**src/common/pri_pkg.sv**
```systemverilog
package pri_pkg;

	// clock and gate timing
	localparam int unsigned CLK_FREQ_HZ  = 125_000_000;
	localparam int unsigned GATE_TIME_MS = 1000;
	localparam int unsigned GATE_CYCLES  = CLK_FREQ_HZ / 1000 * GATE_TIME_MS;

	// bus geometry
	localparam int unsigned AXI_AW = 8;
	localparam int unsigned AXI_DW = 32;

	// register byte offsets
	localparam logic [7:0] OFS_MODE   = 8'h00;
	localparam logic [7:0] OFS_DIV    = 8'h04;
	localparam logic [7:0] OFS_SCALE  = 8'h08;
	localparam logic [7:0] OFS_FMAX   = 8'h0C;
	localparam logic [7:0] OFS_SRC1   = 8'h10;
	localparam logic [7:0] OFS_SRC2   = 8'h14;
	localparam logic [7:0] OFS_FIXED  = 8'h18;
	localparam logic [7:0] OFS_MEAS   = 8'h20;
	localparam logic [7:0] OFS_ACTUAL = 8'h24;
	localparam logic [7:0] OFS_REF    = 8'h28;
	localparam logic [7:0] OFS_PCT    = 8'h2C;

	// pulse_input_mode_setting codes
	localparam logic [7:0] MODE_OFF         = 8'h00;
	localparam logic [7:0] MODE_PWM_UNI     = 8'h0A;
	localparam logic [7:0] MODE_PWM_BI      = 8'h0B;
	localparam logic [7:0] MODE_RF_SINGLE   = 8'h14;
	localparam logic [7:0] MODE_RF_DOUBLE   = 8'h15;
	localparam logic [7:0] MODE_PULSE_TRAIN = 8'h1E;

	// reference source selector codes
	localparam logic [7:0] SRC_FIXED = 8'h03;
	localparam logic [7:0] SRC_PULSE = 8'h0A;

	// setting limits and reset values
	localparam logic [13:0] DIV_MIN   = 14'h0001;
	localparam logic [13:0] DIV_MAX   = 14'h2000;
	localparam logic [13:0] DIV_RST   = 14'h0400;
	localparam logic [15:0] SCALE_MAX = 16'h7D00;
	localparam logic [15:0] SCALE_RST = 16'h61A8;
	localparam logic [15:0] FMAX_RST  = 16'h1388;
	localparam logic [15:0] FIXED_RST = 16'h0000;
	localparam logic [7:0]  SRC_RST   = 8'h00;

	// unit scaling: frequencies in 0.01 Hz, percentage in 0.01 %
	localparam logic [15:0] CHZ_PER_HZ = 16'h0064;
	localparam logic [15:0] PCT_FULL   = 16'h2710;

	// bus responses
	localparam logic [1:0] RESP_OKAY   = 2'b00;
	localparam logic [1:0] RESP_DECERR = 2'b11;

	// master to slave
	typedef struct packed {
		logic              awvalid;
		logic [AXI_AW-1:0] awaddr;
		logic              wvalid;
		logic [AXI_DW-1:0] wdata;
		logic [3:0]        wstrb;
		logic              bready;
		logic              arvalid;
		logic [AXI_AW-1:0] araddr;
		logic              rready;
	} pri_axil_req_t;

	// slave to master
	typedef struct packed {
		logic              awready;
		logic              wready;
		logic              bvalid;
		logic [1:0]        bresp;
		logic              arready;
		logic              rvalid;
		logic [AXI_DW-1:0] rdata;
		logic [1:0]        rresp;
	} pri_axil_rsp_t;

	// computation sequencer, gray coded
	typedef enum logic [1:0] {
		CALC_IDLE = 2'b00,
		CALC_REF  = 2'b01,
		CALC_PCT  = 2'b11
	} pri_calc_t;

endpackage : pri_pkg

```
**src/rtl/pri_pulse_ref.sv**
```systemverilog
// Decided for this implementation: the register offsets and the AXI4-Lite register port.
`timescale 1ns/1ps
`default_nettype none

// Contract
// RULE1 - repetition frequency evaluation only with mode code 20 or 21
// RULE2 - mode 20 counts one edge per input period
// RULE3 - mode 21 counts both rising and falling edges
// RULE4 - mode 0, the reset default, makes the measured frequency zero
// RULE5 - any pulse mode takes the pin away from other input functions
// RULE6 - a source selector holding 10 contributes the pulse derived frequency
// RULE7 - divider setting spans 1 to 8192, default 1024
// RULE8 - rotational frequency is pulse rate divided by the divider
// RULE9 - evaluated repetition or pulse train value is readable
// RULE10 - percentage output is evaluated frequency over maximum frequency times 100
// RULE11 - pulse train evaluation only with mode code 30
// RULE12 - scaling frequency spans 0 to 32000 Hz, default 25000
// RULE13 - pulse train reference is input times maximum over scaling frequency
// RULE14 - scaling frequency 0 passes the input frequency through unscaled
// RULE15 - pulse derived reference never exceeds maximum frequency
// RULE16 - fixed frequency on a source, code 3, is summed as offset
// RULE17 - pin is passed through two flip-flops before edge detection
// RULE18 - edges are counted over a fixed gate, result updates per gate
module pri_pulse_ref
	import pri_pkg::*;
#(
	parameter int unsigned GATE_CYC = pri_pkg::GATE_CYCLES,
	parameter int unsigned MEAS_W   = 24
) (
	input  wire logic                   clk,
	input  wire logic                   rstn,
	input  wire pri_pkg::pri_axil_req_t axi_req,
	output pri_pkg::pri_axil_rsp_t      axi_rsp_q,
	input  wire logic                   pulse_input_terminal,
	output logic                        pin_owned_q,
	output logic                        other_func_in_q,
	output logic [16:0]                 ref_freq_q,
	output logic [15:0]                 ref_pct_q
);
	import pri_pkg::*;

	localparam int unsigned NUM_W = 40;

	// settings
	logic [7:0]  mode_q, mode_d;
	logic [13:0] div_q, div_d;
	logic [15:0] scale_q, scale_d;
	logic [15:0] fmax_q, fmax_d;
	logic [7:0]  src1_q, src1_d;
	logic [7:0]  src2_q, src2_d;
	logic [15:0] fixed_q, fixed_d;

	// bus slave state
	logic                  aw_got_q, aw_got_d;
	logic                  w_got_q, w_got_d;
	logic [AXI_AW-1:0]     aw_addr_q, aw_addr_d;
	logic [AXI_DW-1:0]     w_data_q, w_data_d;
	logic [3:0]            w_strb_q, w_strb_d;
	pri_pkg::pri_axil_rsp_t rsp_d;
	logic [AXI_DW-1:0]     wmask;
	logic [AXI_DW-1:0]     wval;

	// measurement state
	logic              sync1_q, sync2_q, prev_q;
	logic [31:0]       gate_q, gate_d;
	logic [MEAS_W-1:0] edges_q, edges_d;
	logic [MEAS_W-1:0] meas_q, meas_d;
	logic              tick_q, tick_d;
	logic              rf_mode, pt_mode, pin_owned_d;
	logic              qual_edge;
	logic [31:0]       gate_len;

	// computation state
	pri_calc_t         calc_q, calc_d;
	logic              dstart_q, dstart_d;
	logic [NUM_W-1:0]  dnum_q, dnum_d;
	logic [15:0]       dden_q, dden_d;
	logic              ddone;
	logic [NUM_W-1:0]  dquot;
	logic [15:0]       actual_q, actual_d;
	logic [15:0]       pref_q, pref_d;
	logic [15:0]       pct_q, pct_d;
	logic [16:0]       ref_freq_d;

	// byte lane mask from write strobes
	genvar gi;
	generate
		for (gi = 0; gi < 4; gi++) begin : g_lane
			assign wmask[gi*8 +: 8] = {8{w_strb_q[gi]}};
		end
	endgenerate
	assign wval = w_data_q & wmask;

	assign rf_mode = (mode_q == MODE_RF_SINGLE) || (mode_q == MODE_RF_DOUBLE); // see RULE1
	assign pt_mode = (mode_q == MODE_PULSE_TRAIN);                            // see RULE11
	assign pin_owned_d = rf_mode || pt_mode || (mode_q == MODE_PWM_UNI)
		|| (mode_q == MODE_PWM_BI);                                           // see RULE5

	// qualified edges per mode
	always_comb begin
		qual_edge = 1'b0;
		if (mode_q == MODE_RF_DOUBLE) begin
			qual_edge = sync2_q ^ prev_q;                                     // see RULE3
		end else if ((mode_q == MODE_RF_SINGLE) || pt_mode) begin
			qual_edge = sync2_q & ~prev_q;                                    // see RULE2
		end
	end

	// double edge mode halves the gate so the result stays in hertz
	assign gate_len = (mode_q == MODE_RF_DOUBLE) ? (GATE_CYC / 2) : GATE_CYC;

	// gate timer and edge counter
	always_comb begin
		gate_d  = gate_q + 32'd1;
		edges_d = edges_q;
		meas_d  = meas_q;
		tick_d  = 1'b0;
		if (qual_edge && (edges_q != '1)) begin
			edges_d = edges_q + MEAS_W'(1);
		end
		if (gate_q >= gate_len - 32'd1) begin                                   // see RULE18
			gate_d  = '0;
			// an edge in the closing cycle opens the next gate, so none is lost
			edges_d = MEAS_W'(qual_edge);
			tick_d  = 1'b1;
			meas_d  = (rf_mode || pt_mode) ? edges_q : '0;                   // see RULE4
		end
	end

	// synchroniser, edge history and measurement registers
	always_ff @(posedge clk or negedge rstn) begin
		if (!rstn) begin
			sync1_q <= 1'b0;
			sync2_q <= 1'b0;
			prev_q  <= 1'b0;
			gate_q  <= '0;
			edges_q <= '0;
			meas_q  <= '0;
			tick_q  <= 1'b0;
		end else begin
			sync1_q <= pulse_input_terminal;                                 // see RULE17
			sync2_q <= sync1_q;
			prev_q  <= sync2_q;
			gate_q  <= gate_d;
			edges_q <= edges_d;
			meas_q  <= meas_d;
			tick_q  <= tick_d;
		end
	end

	pri_divider #(
		.NUM_W (NUM_W),
		.DEN_W (16)
	) u_div (
		.clk    (clk),
		.rstn   (rstn),
		.start  (dstart_q),
		.num    (dnum_q),
		.den    (dden_q),
		.done_q (ddone),
		.quot_q (dquot)
	);

	// scaling, clamping and percentage sequence, run once per gate
	always_comb begin
		calc_d   = calc_q;
		dstart_d = 1'b0;
		dnum_d   = dnum_q;
		dden_d   = dden_q;
		actual_d = actual_q;
		pref_d   = pref_q;
		pct_d    = pct_q;
		unique case (calc_q)
			CALC_IDLE: begin
				if (tick_q) begin
					if (rf_mode) begin
						dnum_d   = NUM_W'(meas_q) * NUM_W'(CHZ_PER_HZ);    // see RULE8
						dden_d   = 16'(div_q);                             // see RULE7
						dstart_d = 1'b1;
						calc_d   = CALC_REF;
					end else if (pt_mode && (scale_q != '0)) begin
						dnum_d   = NUM_W'(meas_q) * NUM_W'(fmax_q);        // see RULE13
						dden_d   = scale_q;
						dstart_d = 1'b1;
						calc_d   = CALC_REF;
					end else if (pt_mode) begin
						dnum_d   = NUM_W'(meas_q) * NUM_W'(CHZ_PER_HZ);    // see RULE14
						dden_d   = 16'h0001;
						dstart_d = 1'b1;
						calc_d   = CALC_REF;
					end else begin
						actual_d = '0;
						pref_d   = '0;
						pct_d    = '0;
					end
				end
			end
			CALC_REF: begin
				if (ddone) begin
					actual_d = (dquot > NUM_W'(16'hFFFF)) ? 16'hFFFF : dquot[15:0]; // see RULE9
					pref_d   = (dquot > NUM_W'(fmax_q)) ? fmax_q : dquot[15:0]; // see RULE15
					if (fmax_q == '0) begin
						pct_d  = '0;
						calc_d = CALC_IDLE;
					end else begin
						dnum_d   = NUM_W'(pref_d) * NUM_W'(PCT_FULL);      // see RULE10
						dden_d   = fmax_q;
						dstart_d = 1'b1;
						calc_d   = CALC_PCT;
					end
				end
			end
			CALC_PCT: begin
				if (ddone) begin
					pct_d  = dquot[15:0];
					calc_d = CALC_IDLE;
				end
			end
			default: calc_d = CALC_IDLE;
		endcase
	end

	// reference channel: a source holding code 10 or 3 adds pulse or fixed frequency
	always_comb begin
		ref_freq_d = '0;
		if (src1_q == SRC_PULSE) ref_freq_d = ref_freq_d + 17'(pref_q);      // see RULE6
		if (src2_q == SRC_PULSE) ref_freq_d = ref_freq_d + 17'(pref_q);      // see RULE6
		if (src1_q == SRC_FIXED) ref_freq_d = ref_freq_d + 17'(fixed_q);     // see RULE16
		if (src2_q == SRC_FIXED) ref_freq_d = ref_freq_d + 17'(fixed_q);     // see RULE16
	end

	// computation and output registers
	always_ff @(posedge clk or negedge rstn) begin
		if (!rstn) begin
			calc_q          <= CALC_IDLE;
			dstart_q        <= 1'b0;
			dnum_q          <= '0;
			dden_q          <= '0;
			actual_q        <= '0;
			pref_q          <= '0;
			pct_q           <= '0;
			ref_freq_q      <= '0;
			ref_pct_q       <= '0;
			pin_owned_q     <= 1'b0;
			other_func_in_q <= 1'b0;
		end else begin
			calc_q          <= calc_d;
			dstart_q        <= dstart_d;
			dnum_q          <= dnum_d;
			dden_q          <= dden_d;
			actual_q        <= actual_d;
			pref_q          <= pref_d;
			pct_q           <= pct_d;
			ref_freq_q      <= ref_freq_d;
			ref_pct_q       <= pct_q;
			pin_owned_q     <= pin_owned_d;
			other_func_in_q <= sync2_q & ~pin_owned_d;                       // see RULE5
		end
	end

	// axi4-lite slave: address and data taken in either order
	always_comb begin
		aw_got_d  = aw_got_q;
		w_got_d   = w_got_q;
		aw_addr_d = aw_addr_q;
		w_data_d  = w_data_q;
		w_strb_d  = w_strb_q;
		rsp_d     = axi_rsp_q;
		mode_d    = mode_q;
		div_d     = div_q;
		scale_d   = scale_q;
		fmax_d    = fmax_q;
		src1_d    = src1_q;
		src2_d    = src2_q;
		fixed_d   = fixed_q;
		if (axi_req.awvalid && axi_rsp_q.awready) begin
			aw_got_d  = 1'b1;
			aw_addr_d = axi_req.awaddr;
		end
		if (axi_req.wvalid && axi_rsp_q.wready) begin
			w_got_d  = 1'b1;
			w_data_d = axi_req.wdata;
			w_strb_d = axi_req.wstrb;
		end
		if (axi_rsp_q.bvalid && axi_req.bready) rsp_d.bvalid = 1'b0;
		if (aw_got_q && w_got_q && !axi_rsp_q.bvalid) begin
			aw_got_d    = 1'b0;
			w_got_d     = 1'b0;
			rsp_d.bvalid = 1'b1;
			rsp_d.bresp  = RESP_OKAY;
			unique case ({aw_addr_q[AXI_AW-1:2], 2'b00})
				OFS_MODE:  mode_d  = (mode_q & ~wmask[7:0]) | wval[7:0];
				OFS_DIV: begin
					div_d = (div_q & ~wmask[13:0]) | wval[13:0];
					if (div_d < DIV_MIN) div_d = DIV_MIN;                  // see RULE7
					if (div_d > DIV_MAX) div_d = DIV_MAX;
				end
				OFS_SCALE: begin
					scale_d = (scale_q & ~wmask[15:0]) | wval[15:0];
					if (scale_d > SCALE_MAX) scale_d = SCALE_MAX;          // see RULE12
				end
				OFS_FMAX:  fmax_d  = (fmax_q & ~wmask[15:0]) | wval[15:0];
				OFS_SRC1:  src1_d  = (src1_q & ~wmask[7:0]) | wval[7:0];
				OFS_SRC2:  src2_d  = (src2_q & ~wmask[7:0]) | wval[7:0];
				OFS_FIXED: fixed_d = (fixed_q & ~wmask[15:0]) | wval[15:0];
				OFS_MEAS, OFS_ACTUAL, OFS_REF, OFS_PCT: ;
				default:   rsp_d.bresp = RESP_DECERR;
			endcase
		end
		rsp_d.awready = !aw_got_d && !rsp_d.bvalid;
		rsp_d.wready  = !w_got_d && !rsp_d.bvalid;
		// read channel
		if (axi_rsp_q.rvalid && axi_req.rready) rsp_d.rvalid = 1'b0;
		if (axi_req.arvalid && axi_rsp_q.arready) begin
			rsp_d.rvalid = 1'b1;
			rsp_d.rresp  = RESP_OKAY;
			unique case ({axi_req.araddr[AXI_AW-1:2], 2'b00})
				OFS_MODE:   rsp_d.rdata = 32'(mode_q);
				OFS_DIV:    rsp_d.rdata = 32'(div_q);
				OFS_SCALE:  rsp_d.rdata = 32'(scale_q);
				OFS_FMAX:   rsp_d.rdata = 32'(fmax_q);
				OFS_SRC1:   rsp_d.rdata = 32'(src1_q);
				OFS_SRC2:   rsp_d.rdata = 32'(src2_q);
				OFS_FIXED:  rsp_d.rdata = 32'(fixed_q);
				OFS_MEAS:   rsp_d.rdata = 32'(meas_q);
				OFS_ACTUAL: rsp_d.rdata = 32'(actual_q);                      // see RULE9
				OFS_REF:    rsp_d.rdata = 32'(ref_freq_q);
				OFS_PCT:    rsp_d.rdata = 32'(pct_q);
				default: begin
					rsp_d.rdata = '0;
					rsp_d.rresp = RESP_DECERR;
				end
			endcase
		end
		rsp_d.arready = !rsp_d.rvalid;
	end

	// bus and settings registers
	always_ff @(posedge clk or negedge rstn) begin
		if (!rstn) begin
			aw_got_q  <= 1'b0;
			w_got_q   <= 1'b0;
			aw_addr_q <= '0;
			w_data_q  <= '0;
			w_strb_q  <= '0;
			axi_rsp_q <= '0;
			mode_q    <= MODE_OFF;                                           // see RULE4
			div_q     <= DIV_RST;
			scale_q   <= SCALE_RST;
			fmax_q    <= FMAX_RST;
			src1_q    <= SRC_RST;
			src2_q    <= SRC_RST;
			fixed_q   <= FIXED_RST;
		end else begin
			aw_got_q  <= aw_got_d;
			w_got_q   <= w_got_d;
			aw_addr_q <= aw_addr_d;
			w_data_q  <= w_data_d;
			w_strb_q  <= w_strb_d;
			axi_rsp_q <= rsp_d;
			mode_q    <= mode_d;
			div_q     <= div_d;
			scale_q   <= scale_d;
			fmax_q    <= fmax_d;
			src1_q    <= src1_d;
			src2_q    <= src2_d;
			fixed_q   <= fixed_d;
		end
	end

endmodule : pri_pulse_ref

`default_nettype wire

```
**src/rtl/pri_divider.sv**
```systemverilog
`timescale 1ns/1ps
`default_nettype none

// serial restoring divider, one quotient bit per clock
module pri_divider #(
	parameter int unsigned NUM_W = 40,
	parameter int unsigned DEN_W = 16
) (
	input  wire logic             clk,
	input  wire logic             rstn,
	input  wire logic             start,
	input  wire logic [NUM_W-1:0] num,
	input  wire logic [DEN_W-1:0] den,
	output logic                  done_q,
	output logic [NUM_W-1:0]      quot_q
);
	localparam int unsigned CW = $clog2(NUM_W + 1);

	logic             busy_q, busy_d;
	logic             done_d;
	logic [DEN_W-1:0] rem_q, rem_d;
	logic [DEN_W-1:0] den_q, den_d;
	logic [NUM_W-1:0] quo_q, quo_d;
	logic [NUM_W-1:0] quot_d;
	logic [CW-1:0]    cnt_q, cnt_d;
	logic [DEN_W:0]   trial;

	// next state of the shift and subtract loop
	always_comb begin
		busy_d = busy_q;
		done_d = 1'b0;
		rem_d  = rem_q;
		den_d  = den_q;
		quo_d  = quo_q;
		quot_d = quot_q;
		cnt_d  = cnt_q;
		trial  = {rem_q, quo_q[NUM_W-1]};
		if (start) begin
			busy_d = 1'b1;
			rem_d  = '0;
			den_d  = den;
			quo_d  = num;
			cnt_d  = CW'(NUM_W);
		end else if (busy_q) begin
			if (trial >= {1'b0, den_q}) begin
				rem_d = DEN_W'(trial - {1'b0, den_q});
				quo_d = {quo_q[NUM_W-2:0], 1'b1};
			end else begin
				rem_d = trial[DEN_W-1:0];
				quo_d = {quo_q[NUM_W-2:0], 1'b0};
			end
			cnt_d = cnt_q - CW'(1);
			if (cnt_q == CW'(1)) begin
				busy_d = 1'b0;
				done_d = 1'b1;
				quot_d = quo_d;
			end
		end
	end

	// state registers
	always_ff @(posedge clk or negedge rstn) begin
		if (!rstn) begin
			busy_q <= 1'b0;
			done_q <= 1'b0;
			rem_q  <= '0;
			den_q  <= '0;
			quo_q  <= '0;
			quot_q <= '0;
			cnt_q  <= '0;
		end else begin
			busy_q <= busy_d;
			done_q <= done_d;
			rem_q  <= rem_d;
			den_q  <= den_d;
			quo_q  <= quo_d;
			quot_q <= quot_d;
			cnt_q  <= cnt_d;
		end
	end

endmodule : pri_divider

`default_nettype wire

```
**config.mk**
```make
export PLATFORM = sky130hd
export DESIGN_NAME = pri_pulse_ref
export DESIGN_NICKNAME = d
export VERILOG_FILES = /design/src/common/pri_pkg.sv /design/src/rtl/pri_pulse_ref.sv /design/src/rtl/pri_divider.sv
export SDC_FILE = /design/constraint.sdc
export NUM_CORES = 2
export LEC_CHECK = 0
export BUFFER_PORTS_ARGS = -buffer_cell sky130_fd_sc_hd__buf_2
export CELL_PAD_IN_SITES_DETAIL_PLACEMENT = 1
export CELL_PAD_IN_SITES_GLOBAL_PLACEMENT = 2
export CORE_ASPECT_RATIO = 0.7
export CORE_MARGIN = 2
export CORE_UTILIZATION = 42
export CTS_BUF_LIST = sky130_fd_sc_hd__clkbuf_4 sky130_fd_sc_hd__clkbuf_8
export DETAILED_ROUTE_END_ITERATION = 8
export PLACE_DENSITY_LB_ADDON = 0.1
export SLEW_MARGIN = 20
export SYNTH_ARGS = -nofsm -noshare
export SYNTH_HDL_FRONTEND = slang
export SYNTH_SLANG_ARGS = --single-unit
```
**constraint.sdc**
```tcl
create_clock -name clk -period 8.24 [get_ports clk]
set_clock_uncertainty 0.15 [all_clocks]
set_input_delay 2.06 -clock clk [delete_from_list [all_inputs] [get_ports clk]]
set_output_delay 2.06 -clock clk [all_outputs]
set_load 0.005 [all_outputs]
```
==> impl_metrics.csv <==
group,metric,value,unit
status,outcome,"completed",
route,post_drt_wl_per_cell,24.0,um
clock_tree,ctsHtreeMaxLevel,3,
global_routing,grt_pass1_wl,223,mm
setup_path,arrival,8.06,ns
global_routing,grt_start_max_net_pins,149,
clock_tree,postCtsHoldBufs,0,
setup_path,crit_type,"reg -> reg",
logic_synthesis,synth-edff-count,0,
place,place_congestion,0.918,
global_routing,grt-ovfl-total,0,
setup_path,crit_buf_inv,5,
logic_synthesis,synthFlopType,"dfrtp_1",
logic_synthesis,synth_common_cells,"676 x nand2_1, 627 x inv_1, 477 x dfrtp_1, 363 x fa_1, 349 x nor2_1",
route,met1Wirelength,75.5,mm
setup_path,cp-end-kind,"flop",
timing,finalCritPeriodShare,91.8,%
floorplan,dieHeight,267,um
timing,setup_viol,0,
place,io_buffers,105,
timing,report.final.slew_viol_count,0,
logic_synthesis,yosysWarningCount,0,
finish,areaGrowthSynthToFinish,10.8,%
route,vias_per_cell,5.56,
route,drc,0,
global_routing,antenna_found_initial,10,
clock_tree,clock_latency,0.77,ns
timing,clock.fmax,132,MHz
run,drv_cap,0,
route,route.met3.wl,11.9,mm
clock_tree,clk_pin_slew_worst_paths,0.07,ns
timing,fin_crit,7.56,ns
logic_synthesis,synth_area_leaders,"dfrtp_1 29%, fa_1 17%, ha_1 10%",
setup_path,crit_family,"adder cells",
route,top_layer,"met5",
clock_tree,clock_path_buffers,3,
global_routing,grt_util_all_layers,29.1,%
clock_tree,numCtsBuffers,87,
route,wl_met2,56.5,mm
timing,setup_ws,0.675,ns
route,drtIter0Drc,2760,
clock_tree,cts_root_buf,"clkbuf_8",
floorplan,start_util,42.4,%
route,vias,33800,
setup_path,slowest_delay,0.59,ns
place,dpl_worst_slack,0.784,ns
route,antenna_left,0,
logic_synthesis,synth_top_area_share,28.7,%
floorplan,fp.coreArea,98000,sq um
timing,worstMarginPinSlew,1.32,ns
setup_path,slowest_stage,"dfrtp_1",
place,hpwl,113,mm
worst_hold_path,hp-class,"reg -> reg",
logic_synthesis,ys_ff_latch,489,
floorplan,rows,96,
floorplan,die_area,101000,sq um
finish,final_nets,5450,
finish,instances_no_fill,6085,
place,dpl.cell_count,5918,
clock_tree,clock_sinks,489,
timing,tns,0,ns
route,wl,146,mm
logic_synthesis,synth_cells,4581,
floorplan,fp.dieW,380,um
timing,slew_headroom,11.0,%
finish,seq_area,12300,sq um
finish,multiInputGateArea,26200,sq um
timing,rsz0062_at_grt,"no",
setup_path,r2r_slack,0.68,ns
timing,hold_violations,0,
logic_synthesis,synthArstFlopShare,100,%
logic_synthesis,avgSynthCellArea,9.07,sq um
clock_tree,cts_setup_buffers,0,
route,firstDrtPassIters,6,
logic_synthesis,synth_area,41500,sq um
finish,drive_above_1_share,11.3,%
logic_synthesis,synthDistinctLibCells,90,
power_and_ir_drop,power.density,185,nW/um^2
power_and_ir_drop,ir_worst_vdd,0.269,mV
setup_path,cp.required,8.74,ns
floorplan,io_pins,136,
clock_tree,cts_resized,0,
global_routing,first_global_vias,35000,
power_and_ir_drop,leakage,23.2,nW
logic_synthesis,ys_seq_area_share,29.5,%
clock_tree,cts_tree,"yes",
finish,nFillCells,11400,
setup_path,start_kind,"flop",
logic_synthesis,synth_most_common_cell,"nand2_1",
logic_synthesis,synth_top_area_cell,"dfrtp_1",
setup_path,critPathMaxFanout,29,
power by group:
part	internal [mW]	total (mW)	switching, mW
Clock	1.54	2.70	1.16
Sequential	2.69	3.20	0.507
Combinational	0.951	2.59	1.64
Total	5.18	8.49	3.31
layout make-up:
class | count | share of cell area [%]
Timing Repair Buffer | 225 | 3.26
Inverter | 635 | 5.18
Multi-Input combinational cell | 3248 | 56.8
Clock inverter | 19 | 0.647
Antenna cell | 7 | 0.0381
Sequential cell | 489 | 26.6
Clock buffer | 139 | 3.79
Tap cell | 1323 | 3.60
cell usage in the layout (no fill, tap or decap), types with 26 or more instances in the layout:
cell,instances
inv_1,627
a21o_1,58
buf_2,104
mux2_2,87
fa_1,363
buf_4,114
and2_1,26
a21oi_1,172
mux2i_1,74
a22oi_1,28
xnor2_1,90
dfrtp_1,475
clkbuf_8,112
clkbuf_4,27
nand3_1,93
a22o_1,39
nor2_1,345
nand2_1,676
ha_1,341
nor4_1,26
nor3_1,40
a211oi_1,30
o21ai_0,271
a31oi_1,28
xor2_1,78
kinds of logic (layout without fill, tap and decap cells):
group | after synthesis | count (layout) | synth area share (%)
AO/OA/AOI/OAI | 835 | 835 | 12.8
XOR/XNOR | 168 | 168 | 3.54
adder cells (fa/ha/maj) | 704 | 704 | 27.8
buffers and inverters | 855 | 1018 | 7.86
flip-flops | 489 | 489 | 29.5
multiplexers | 162 | 162 | 4.20
other | 1 | 19 | 0.00903
AND/OR/NAND/NOR | 1367 | 1367 | 14.3
through the flow:
| stage | power (mW) | hold WS [ns] | utilization (%) | instance area [sq um] |
|---|---|---|---|---|
| floorplan | 4.63 | 0.181 | - | 41600 |
| CTS | 8.51 | 0.202 | 46.9 | 46000 |
| finish | 8.49 | 0.206 | 46.9 | 46000 |
| global route | 8.93 | 0.219 | 46.9 | 46000 |
| global placement | 5.73 | 0.184 | 44.8 | 43900 |
| detailed placement | 5.76 | 0.188 | 44.8 | 43900 |
worst paths after layout:
kind,from,end,depth (start not counted)
max,flop,dnum_q[28],27
min,sync1_q,sync2_q,0
max reg2reg,flop,dnum_q[28],27
min reg2reg,sync1_q,sync2_q,0
max in group asynchronous,rstn,async pin,2
min in group asynchronous,rstn,u_div.quot_q[37],1
routing by layer:
metal  global-route usage [%]  vias up
met2                     39.1      995
li1                         -    15300
met3                     6.47      136
met1                     46.9    17400
met5                        0        -
met4                     5.26        2
Note: power is estimated with default switching activity, not from simulation.
